<file path="config.mk">
export PLATFORM = sky130hd
export DESIGN_NAME = aux_memory_fault_monitor
export DESIGN_NICKNAME = d
export VERILOG_FILES = /design/src/hw/fault_monitor_pkg.sv /design/src/hw/echo_checker.sv /design/src/hw/aux_memory_fault_monitor.sv
export SDC_FILE = /design/constraint.sdc
export NUM_CORES = 1
export LEC_CHECK = 0
export ABC_AREA = 1
export BUFFER_PORTS_ARGS = -buffer_cell sky130_fd_sc_hd__buf_2
export CAP_MARGIN = 15
export CELL_PAD_IN_SITES_DETAIL_PLACEMENT = 1
export CELL_PAD_IN_SITES_GLOBAL_PLACEMENT = 2
export CORE_UTILIZATION = 29
export CTS_CLUSTER_SIZE = 20
export DETAILED_ROUTE_END_ITERATION = 16
export MAX_ROUTING_LAYER = met4
export PLACE_DENSITY_LB_ADDON = 0.1
export SLEW_MARGIN = 20
export SYNTH_ARGS = -nofsm -noshare
export SYNTH_HDL_FRONTEND = slang
export SYNTH_SLANG_ARGS = --single-unit
</file>
<file path="constraint.sdc">
create_clock -name clock -period 1.45 [get_ports clock]
set_clock_uncertainty 0.2 [all_clocks]
set_input_delay 0.145 -clock clock [delete_from_list [all_inputs] [get_ports clock]]
set_output_delay 0.145 -clock clock [all_outputs]
set_load 0.05 [all_outputs]
</file>
<file path="src/hw/fault_monitor_pkg.sv">
// Constants and types shared by the auxiliary memory fault monitor.
// What this block does
// Tape parity error clears requesting control bits.
// Abort leaves transfer-in-progress bit set.
// Go and progress bits encode request state.
// Inhibit switch suppresses group and word aborts.
// Own supply failure sets alarm bit 4.
// Tape voltage failure shown in control bit 4.
// Tape voltage failure mid-transfer aborts, alarm 8.
// Third reverse without identifier: alarm 11, abort.
// Bank word count not 1024 sets alarm 7.
// End-of-bank alarm stops further transfers.
// Echo lines compared with driven word, strobed.
// Echo noise failure requests host restart.
// Zero-forced transmit line requests host restart.
// Stuck-one line amputates, sets alarms 15, 1.
// Erasable-cycle parity error: restart, alarm 13.
// Fixed-cycle parity error: restart, alarm 14.
// Tape-write core parity error: alarm 12, abort.
// Triplex correction sets alarm 6 only.
// Alarm bits stay set until cleared or reset.
package fault_monitor_pkg;

  localparam int WORD_W  = 16;
  localparam int ADDR_W  = 3;

  // Register addresses on the plain port.
  localparam logic [2:0] ADDR_ALARM   = 3'h0;
  localparam logic [2:0] ADDR_MASK    = 3'h1;
  localparam logic [2:0] ADDR_CONTROL = 3'h2;
  localparam logic [2:0] ADDR_STATUS  = 3'h3;

  // Alarm status channel bit positions.
  localparam int ALM_AMPUTATE  = 1;
  localparam int ALM_SUPPLY    = 4;
  localparam int ALM_TRIPLEX_C = 6;
  localparam int ALM_BANK      = 7;
  localparam int ALM_TAPE_VOLT = 8;
  localparam int ALM_TRIPLEX_P = 9;
  localparam int ALM_SIMPLEX_P = 10;
  localparam int ALM_ID_FAIL   = 11;
  localparam int ALM_WORD_PAR  = 12;
  localparam int ALM_ERASABLE  = 13;
  localparam int ALM_FIXED     = 14;
  localparam int ALM_STUCK     = 15;

  // Tape control channel bit positions.
  localparam int CTL_GO        = 0;
  localparam int CTL_PROGRESS  = 1;
  localparam int CTL_READ      = 2;
  localparam int CTL_WRITE     = 3;
  localparam int CTL_VOLT      = 4;
  localparam int CTL_SEARCH    = 5;

  // Control bits that request a tape operation.
  localparam logic [15:0] CTL_REQ_MASK = 16'h002D;

  localparam logic [15:0] ALARM_RST   = 16'h0000;
  localparam logic [15:0] MASK_RST    = 16'h0000;
  localparam logic [15:0] CONTROL_RST = 16'h0000;

  localparam int BANK_WORDS    = 1024;
  localparam int REVERSE_LIMIT = 3;
  localparam int BANK_CNT_W    = 11;

  // Echo strobe delay after driving data.
  localparam int ECHO_DELAY_NS  = 30;
  localparam int CLK_PERIOD_NS  = 10;
  localparam int ECHO_DELAY_CYC = (ECHO_DELAY_NS + CLK_PERIOD_NS - 1) / CLK_PERIOD_NS;

  typedef enum logic [2:0] {
    EC_IDLE   = 3'b001,
    EC_WAIT   = 3'b010,
    EC_STROBE = 3'b100
  } echo_state_t;

endpackage : fault_monitor_pkg

</file>
<file path="src/hw/echo_checker.sv">
// Echo comparison of host echo lines against the driven buffer word.
`timescale 1ns/100ps
module echo_checker #(
  parameter int W     = 16,
  parameter int DELAY = 3
) (
  // Clock and reset.
  input  wire logic         clock,
  input  wire logic         rst,
  // Transmission.
  input  wire logic         send,
  input  wire logic [W-1:0] word,
  input  wire logic [W-1:0] echo,
  // Stuck-one window: start clears, test checks.
  input  wire logic         win_start,
  input  wire logic         win_test,
  // Results, one-cycle pulses.
  output logic              mismatch,
  output logic              stuck_one
);

  typedef struct packed {
    fault_monitor_pkg::echo_state_t st;
    logic [7:0]                     cnt;
    logic [W-1:0]                   word;
    logic [W-1:0]                   zero_seen;
    logic                           mismatch;
    logic                           stuck_one;
  } st_t;

  st_t s_r;
  st_t s_nxt;

  always_comb begin
    s_nxt           = s_r;
    s_nxt.mismatch  = 1'b0;
    s_nxt.stuck_one = 1'b0;
    case (s_r.st)
      fault_monitor_pkg::EC_IDLE: begin
        if (send) begin
          s_nxt.word = word;
          s_nxt.cnt  = 8'h00;
          s_nxt.st   = fault_monitor_pkg::EC_WAIT;
        end
      end
      fault_monitor_pkg::EC_WAIT: begin
        s_nxt.cnt = s_r.cnt + 8'h01;
        if (s_r.cnt >= 8'(DELAY - 1)) begin
          s_nxt.st = fault_monitor_pkg::EC_STROBE;
        end
      end
      fault_monitor_pkg::EC_STROBE: begin
        // Bitwise echo compare.
        s_nxt.mismatch = (echo != s_r.word);
        s_nxt.st       = fault_monitor_pkg::EC_IDLE;
      end
      default: s_nxt.st = fault_monitor_pkg::EC_IDLE;
    endcase
    // Stuck-one detection window.
    if (win_start) begin
      s_nxt.zero_seen = '0;
    end else begin
      s_nxt.zero_seen = s_r.zero_seen | ~echo;
    end
    if (win_test && !win_start) begin
      s_nxt.stuck_one = ~&s_r.zero_seen;
    end
  end

  always_ff @(posedge clock) begin
    if (rst) begin
      s_r    <= '0;
      s_r.st <= fault_monitor_pkg::EC_IDLE;
    end else begin
      s_r <= s_nxt;
    end
  end

  assign mismatch  = s_r.mismatch;
  assign stuck_one = s_r.stuck_one;

endmodule : echo_checker

</file>
<file path="src/hw/aux_memory_fault_monitor.sv">
// Fault detection, tape abort and alarm reporting for the auxiliary memory.
//
// Added by the designer: the register offsets and the strobed register port.
`timescale 1ns/100ps
module aux_memory_fault_monitor #(
  parameter int W = 16
) (
  // Clock and reset.
  input  wire logic         clock,
  input  wire logic         rst,
  // Register port.
  input  wire logic [2:0]   addr,
  input  wire logic [W-1:0] wdata,
  input  wire logic         wr,
  input  wire logic         rd,
  output logic [W-1:0]      rdata,
  // Fault inputs from tape and core logic (same clock).
  input  wire logic         tape_read_parity_err,
  input  wire logic         triplex_group_err,
  input  wire logic         triplex_corrected,
  input  wire logic         simplex_group_err,
  input  wire logic         word_parity_err,
  input  wire logic         write_core_parity_err,
  input  wire logic         erasable_parity_err,
  input  wire logic         fixed_parity_err,
  input  wire logic         reverse_tape_command,
  input  wire logic         id_found,
  input  wire logic         bank_word_done,
  input  wire logic         record_end,
  // Pins from outside the clock domain.
  input  wire logic         abort_inhibit_switch,
  input  wire logic         supply_fail,
  input  wire logic         tape_volt_fail,
  input  wire logic [W-1:0] host_echo_lines,
  // Host data transmission.
  input  wire logic         send,
  input  wire logic [W-1:0] memory_buffer_word,
  input  wire logic         win_start,
  input  wire logic         win_test,
  output logic [W-1:0]      host_data_drive_lines,
  // Results.
  output logic              host_restart_request,
  output logic              amputate,
  output logic              transfer_enable,
  output logic              irq
);

  typedef struct packed {
    logic [W-1:0]                         alarm;
    logic [W-1:0]                         mask;
    logic [W-1:0]                         ctl;
    logic [fault_monitor_pkg::BANK_CNT_W-1:0] words;
    logic [1:0]                           revs;
    logic                                 bank_stop;
    logic                                 restart;
    logic                                 amputated;
    logic [W-1:0]                         drive;
    logic [W-1:0]                         rdata;
    logic                                 irq;
    logic [2:0]                           sync1;
    logic [2:0]                           sync2;
    logic [W-1:0]                         echo1;
    logic [W-1:0]                         echo2;
  } st_t;

  st_t  s_r;
  st_t  s_nxt;
  logic mismatch;
  logic stuck_one;

  echo_checker #(
    .W     (W),
    .DELAY (fault_monitor_pkg::ECHO_DELAY_CYC)
  ) u_echo (
    .clock     (clock),
    .rst       (rst),
    .send      (send),
    .word      (memory_buffer_word),
    .echo      (s_r.echo2),
    .win_start (win_start),
    .win_test  (win_test),
    .mismatch  (mismatch),
    .stuck_one (stuck_one)
  );

  function automatic logic [W-1:0] bit_at(input int pos);
    logic [W-1:0] v;
    v      = '0;
    v[pos] = 1'b1;
    return v;
  endfunction : bit_at

  logic         inhibit;
  logic         volt;
  logic         supply;
  logic         in_prog;
  logic         abort;
  logic [W-1:0] set;

  always_comb begin
    s_nxt       = s_r;
    inhibit     = s_r.sync2[0];
    supply      = s_r.sync2[1];
    volt        = s_r.sync2[2];
    in_prog     = s_r.ctl[fault_monitor_pkg::CTL_PROGRESS];
    set         = '0;
    abort       = 1'b0;
    s_nxt.sync1 = {tape_volt_fail, supply_fail, abort_inhibit_switch};
    s_nxt.sync2 = s_r.sync1;
    s_nxt.echo1 = host_echo_lines;
    s_nxt.echo2 = s_r.echo1;

    // Tape read parity aborts.
    if (tape_read_parity_err) begin
      abort = 1'b1;
    end
    // Inhibit switch gates group aborts.
    if (triplex_group_err) begin
      set   = set | bit_at(fault_monitor_pkg::ALM_TRIPLEX_P);
      abort = abort | !inhibit;
    end
    if (simplex_group_err) begin
      set   = set | bit_at(fault_monitor_pkg::ALM_SIMPLEX_P);
      abort = abort | !inhibit;
    end
    if (word_parity_err) begin
      set   = set | bit_at(fault_monitor_pkg::ALM_WORD_PAR);
      abort = abort | !inhibit;
    end
    // Correction is indication only.
    if (triplex_corrected) begin
      set = set | bit_at(fault_monitor_pkg::ALM_TRIPLEX_C);
    end
    // Write-side core parity aborts.
    if (write_core_parity_err) begin
      set   = set | bit_at(fault_monitor_pkg::ALM_WORD_PAR);
      abort = 1'b1;
    end
    // Own supply failure.
    if (supply) begin
      set = set | bit_at(fault_monitor_pkg::ALM_SUPPLY);
    end
    // Voltage abort while in progress.
    if (volt && in_prog) begin
      set   = set | bit_at(fault_monitor_pkg::ALM_TAPE_VOLT);
      abort = 1'b1;
    end
    // Third reverse command fails search.
    if (!s_r.ctl[fault_monitor_pkg::CTL_GO] || id_found) begin
      s_nxt.revs = 2'h0;
    end else if (reverse_tape_command) begin
      if (s_r.revs == 2'(fault_monitor_pkg::REVERSE_LIMIT - 1)) begin
        set   = set | bit_at(fault_monitor_pkg::ALM_ID_FAIL);
        abort = 1'b1;
      end else begin
        s_nxt.revs = s_r.revs + 2'h1;
      end
    end
    // Count bank words.
    if (!s_r.ctl[fault_monitor_pkg::CTL_GO]) begin
      s_nxt.words     = '0;
      s_nxt.bank_stop = 1'b0;
    end else if (bank_word_done && !s_r.words[fault_monitor_pkg::BANK_CNT_W-1]) begin
      s_nxt.words = s_r.words + 11'h001;
    end
    if (bank_word_done && s_r.words == 11'(fault_monitor_pkg::BANK_WORDS)) begin
      set             = set | bit_at(fault_monitor_pkg::ALM_BANK);
      s_nxt.bank_stop = 1'b1;
    end
    if (record_end && s_r.words != 11'(fault_monitor_pkg::BANK_WORDS)) begin
      set             = set | bit_at(fault_monitor_pkg::ALM_BANK);
      s_nxt.bank_stop = 1'b1;
    end
    // Erasable-cycle parity.
    if (erasable_parity_err) begin
      set = set | bit_at(fault_monitor_pkg::ALM_ERASABLE);
    end
    // Fixed-cycle parity.
    if (fixed_parity_err) begin
      set = set | bit_at(fault_monitor_pkg::ALM_FIXED);
    end
    // Stuck-one amputation.
    if (stuck_one) begin
      set             = set | bit_at(fault_monitor_pkg::ALM_STUCK)
                            | bit_at(fault_monitor_pkg::ALM_AMPUTATE);
      s_nxt.amputated = 1'b1;
    end
    // Echo mismatch restarts host.
    s_nxt.restart = mismatch | stuck_one | erasable_parity_err | fixed_parity_err;

    // Register writes; set wins over write-one-to-clear.
    s_nxt.rdata = '0;
    if (wr && addr == fault_monitor_pkg::ADDR_MASK) begin
      s_nxt.mask = wdata;
    end
    if (wr && addr == fault_monitor_pkg::ADDR_CONTROL) begin
      s_nxt.ctl = wdata & ~bit_at(fault_monitor_pkg::CTL_VOLT);
    end
    // Sticky alarms.
    if (wr && addr == fault_monitor_pkg::ADDR_ALARM) begin
      s_nxt.alarm = (s_r.alarm & ~wdata) | set;
    end else begin
      s_nxt.alarm = s_r.alarm | set;
    end
    // Clear request bits, keep progress.
    if (abort) begin
      s_nxt.ctl = s_nxt.ctl & ~fault_monitor_pkg::CTL_REQ_MASK;
    end
    // Voltage status bit.
    s_nxt.ctl[fault_monitor_pkg::CTL_VOLT] = volt;
    if (rd) begin
      case (addr)
        fault_monitor_pkg::ADDR_ALARM:   s_nxt.rdata = s_r.alarm;
        fault_monitor_pkg::ADDR_MASK:    s_nxt.rdata = s_r.mask;
        // Go and progress readable together.
        fault_monitor_pkg::ADDR_CONTROL: s_nxt.rdata = s_r.ctl;
        fault_monitor_pkg::ADDR_STATUS:  s_nxt.rdata = {13'h0000, s_r.bank_stop,
                                                        s_r.amputated, s_r.restart};
        default:                         s_nxt.rdata = '0;
      endcase
    end
    s_nxt.drive = s_r.amputated ? '0 : memory_buffer_word;
    s_nxt.irq   = |(s_nxt.alarm & s_nxt.mask);
  end

  always_ff @(posedge clock) begin
    if (rst) begin
      s_r       <= '0;
      s_r.alarm <= fault_monitor_pkg::ALARM_RST;
      s_r.mask  <= fault_monitor_pkg::MASK_RST;
      s_r.ctl   <= fault_monitor_pkg::CONTROL_RST;
    end else begin
      s_r <= s_nxt;
    end
  end

  assign rdata                 = s_r.rdata;
  assign host_data_drive_lines = s_r.drive;
  assign host_restart_request  = s_r.restart;
  assign amputate              = s_r.amputated;
  // No transfers after bank alarm.
  assign transfer_enable       = s_r.ctl[fault_monitor_pkg::CTL_GO] & ~s_r.bank_stop;
  assign irq                   = s_r.irq;

endmodule : aux_memory_fault_monitor

</file>
==> metrics.txt <==
outcome=complete, but fails checks; failing checks=negative hold slack, negative setup slack; commonest non-fill, non-tap cell in the layout=dfxtp_1; worst stage delay on the critical path=370 ps; vias in the first global route=6734; IO Pins=109; Design Area, Final=10400 um^2; Worst Reg-to-Reg Cells=11; Max Clk Rate=632 MHz; Post-Synth XOR/XNOR Area=~1.1%; Reg2Reg Setup Slack=-130 ps; Total GRT Usage=between 10% and 20%; leading area contributor after synthesis=dfxtp_1; Critical path origin=s_r[76]; share of layout cells above drive strength 1=29.4%; Synth Area in Adders=0.866%; placed instance count=1404; CTS tree=built; post-synthesis average cell area=7.70 um^2; Reg2Reg Capture Point=irq; Worst Path Buf+Inv=1; CP Data Required Time=1550 ps; core box area=24400 um^2; CP endpoint=irq; Final Hold Viols=3; Iter 0 DRT Violations=176; share of the yosys chip area belonging to registers=49.9%; routed len/inst=14.4 um; worst r2r src=s_r[76]; worst relative slew slack=69.6%; dpl cell area=between 8000 and 9000 um^2; Chip Width=roughly 160 um; ratio of final minimum period to clock period=109%; Synth top area share=between 40 and 50%; unrepaired setup endpoints after global routing=true; Worst Setup End Kind=flip-flop; PortBufs=108; worst skew pair latency=about 430 ps; mux contribution to synthesized area=0%; First-pass DRT Iterations=4; layout net count=about 1.3k; die area=~26000 um^2; gpl congestion=0.794; filler instances=2977; syn nets=between 1k and 1.5k; Vias/cell=4.33; Max Root-Sink Buffers=2; cell count along the critical path=11; crit path DAT=1690 ps; minimum clock period=roughly 1600 ps; initial antenna violation count=0; CP max stage cell=dfxtp_4; largest net degree at the start of global routing=36; Overall Power=11100 uW; synth top area cells=dfxtp_1 (50%), inv_1 (8.8%), nand2_1 (8.6%); simple-gate share of the synthesized area=21.7%; Pwr Density=1070 nW/um^2; Pleak=0.00478 uW; hold_ws=-39.4 ps; first-pass GRT wire length=34700 um; grt ovf=0; total CTS buffers=17; Setup Crit Path Kind=reg -> reg; synthesized cell area=7230 um^2; fin cells=about 1.5k; final number of setup-violating endpoints=7; Setup WS post-layout=-133 ps; die height=160 um; largest family of logic cells by synthesized area=simple AND/OR/NAND/NOR gates; Slew Limit Fails=0; Residual DRC=0; FP Rows=57; crit-path cells=inv_4 > ha_4 > nand3_2 > nor2_2 > nand2_1 > nand2_2 > nand3_2 > nand2_2 > nand3_2 > nor2_1 > nor2_1; most frequent cells in the layout=dfxtp_1 (164), nand2_1 (161), inv_1 (159), buf_2 (105), buf_4 (94); routed wire length=22000 um; most used cell, CP=nand3_2; Netlist cell types=40; delay-heaviest family, CP=simple AND/OR/NAND/NOR gates; DR vias=between 6k and 7k; complex-gate fraction of the synthesized area=11.8%; type of the worst min-delay path=in -> reg; fin util=a little over two fifths; CP Launch Type=flip-flop; DPL Wire Length=15400 um; Syn-to-layout area delta=44.0%; Reg clk slew, reported paths=70 ps; VDD IR-drop max=between 600 and 700 uV; Final ANT Viol Nets=0; Synth Warn #=0; H-tree levels=4; Syn Inst Count=939; CTS root buffer=clkbuf_16; number of synthesized register bits=180; actual slew at the worst max-slew pin=451 ps; worst-path maximum fanout=3; diodes inserted=0; max cap viols=0; Starting Density=29.6%; CTS Sinks=180
-- worst min-delay path: stages --
cell and delay, ps:
buf_2 90, nand4_1 80, nand2_1 80, buf_4 100, a21oi_1 50
-- final cells by class --
class                           instances  area, um^2  area share [%]
Clock buffer                           19         443            4.26
Clock inverter                         13         130            1.25
Inverter                              173         657            6.31
Multi-Input combinational cell        523        2850            27.4
Sequential cell                       180        3640            34.9
Tap cell                              324         405            3.90
Timing Repair Buffer                  290        2280            21.9
-- worst min-delay path by stage --
| stage | depth (start not counted) | start | end | slack (ps) |
|---|---|---|---|---|
| 6_report | 5 | wdata[9] | s_r[128] | -40 |
| 5_1_grt | 4 | addr[2] | s_r[109] | -20 |
| 4_1_cts | 4 | bank_word_done | s_r[77] | -110 |
| 3_5_place_dp | 3 | host_echo_lines[13] | s_nxt[13] | 150 |
| 3_3_place_gp | 3 | host_echo_lines[11] | s_nxt[11] | 150 |
| 2_1_floorplan | 2 | host_echo_lines[0] | s_nxt[0] | 50 |
-- cells in the mapped netlist, drive strengths merged --
library cell and instances:
dfxtp 180, inv 173, nand2 172, nor2 104
a21oi 81, buf 46, o21ai 46, nand3 32
nand4 24, clkbuf 17, nor3 10, o211ai 9
nor4 8, xnor2 7, or2 6, ha 5
a221oi 4, o21a 3, a211oi 2, o31ai 2
xor2 2, a31oi 1, a41oi 1, nor3b 1
o2111ai 1, o22ai 1, o32ai 1
-- flip-flops by register name, indices dropped and copies added, names as in the netlist --
signal                 flops
amputate                   1
host_data_drive_lines     16
host_restart_request       1
in_prog                    1
inhibit                    1
irq                        1
rdata                     16
s_nxt                     20
s_r                       78
u_echo.mismatch            1
u_echo.s_r                43
u_echo.stuck_one           1
-- cells by family (layout without fill, tap and decap cells) --
group           Yosys count  count (layout)
flops                   180             180
xor+xnor                  9               9
simple gates            357             357
fa+ha+maj                 5               5
compound gates          152             152
buf+inv                 236             495
-- metal layers --
layer  up-vias  track usage [%]  part of all wire [%]
li1       3399                -                     -
met1      3096             20.5                    44
met2        82             32.5                    53
met3        14             3.61                   2.5
met4         0             3.81                  0.88
met5         -                -                     0
-- per-stage QoR --
stage	setup slack [ps]	setup TNS [ps]
5_1_grt	-253	-1620
3_3_place_gp	-341	-3370
4_1_cts	-154	-439
6_report	-133	-423
3_5_place_dp	-331	-4510
2_1_floorplan	-18.6	-24.4
-- where the power goes --
group	internal [uW]	total [uW]	switching (uW)
Sequential	5140	5250	111
Combinational	591	1310	719
Clock	2340	4560	2220
Total	8070	11100	3050
-- repair_timing --
item                                   4_1_cts  5_1_grt
pin swaps                                   16       15
setup buffers                                6        7
gates cloned                                 0        2
setup endpoints to repair                   41       45
endpoints found under the hold margin      120       18
hold buffers                                70        2
resized for setup                           62       56
No activity file was read; power rests on OpenSTA's default activity.
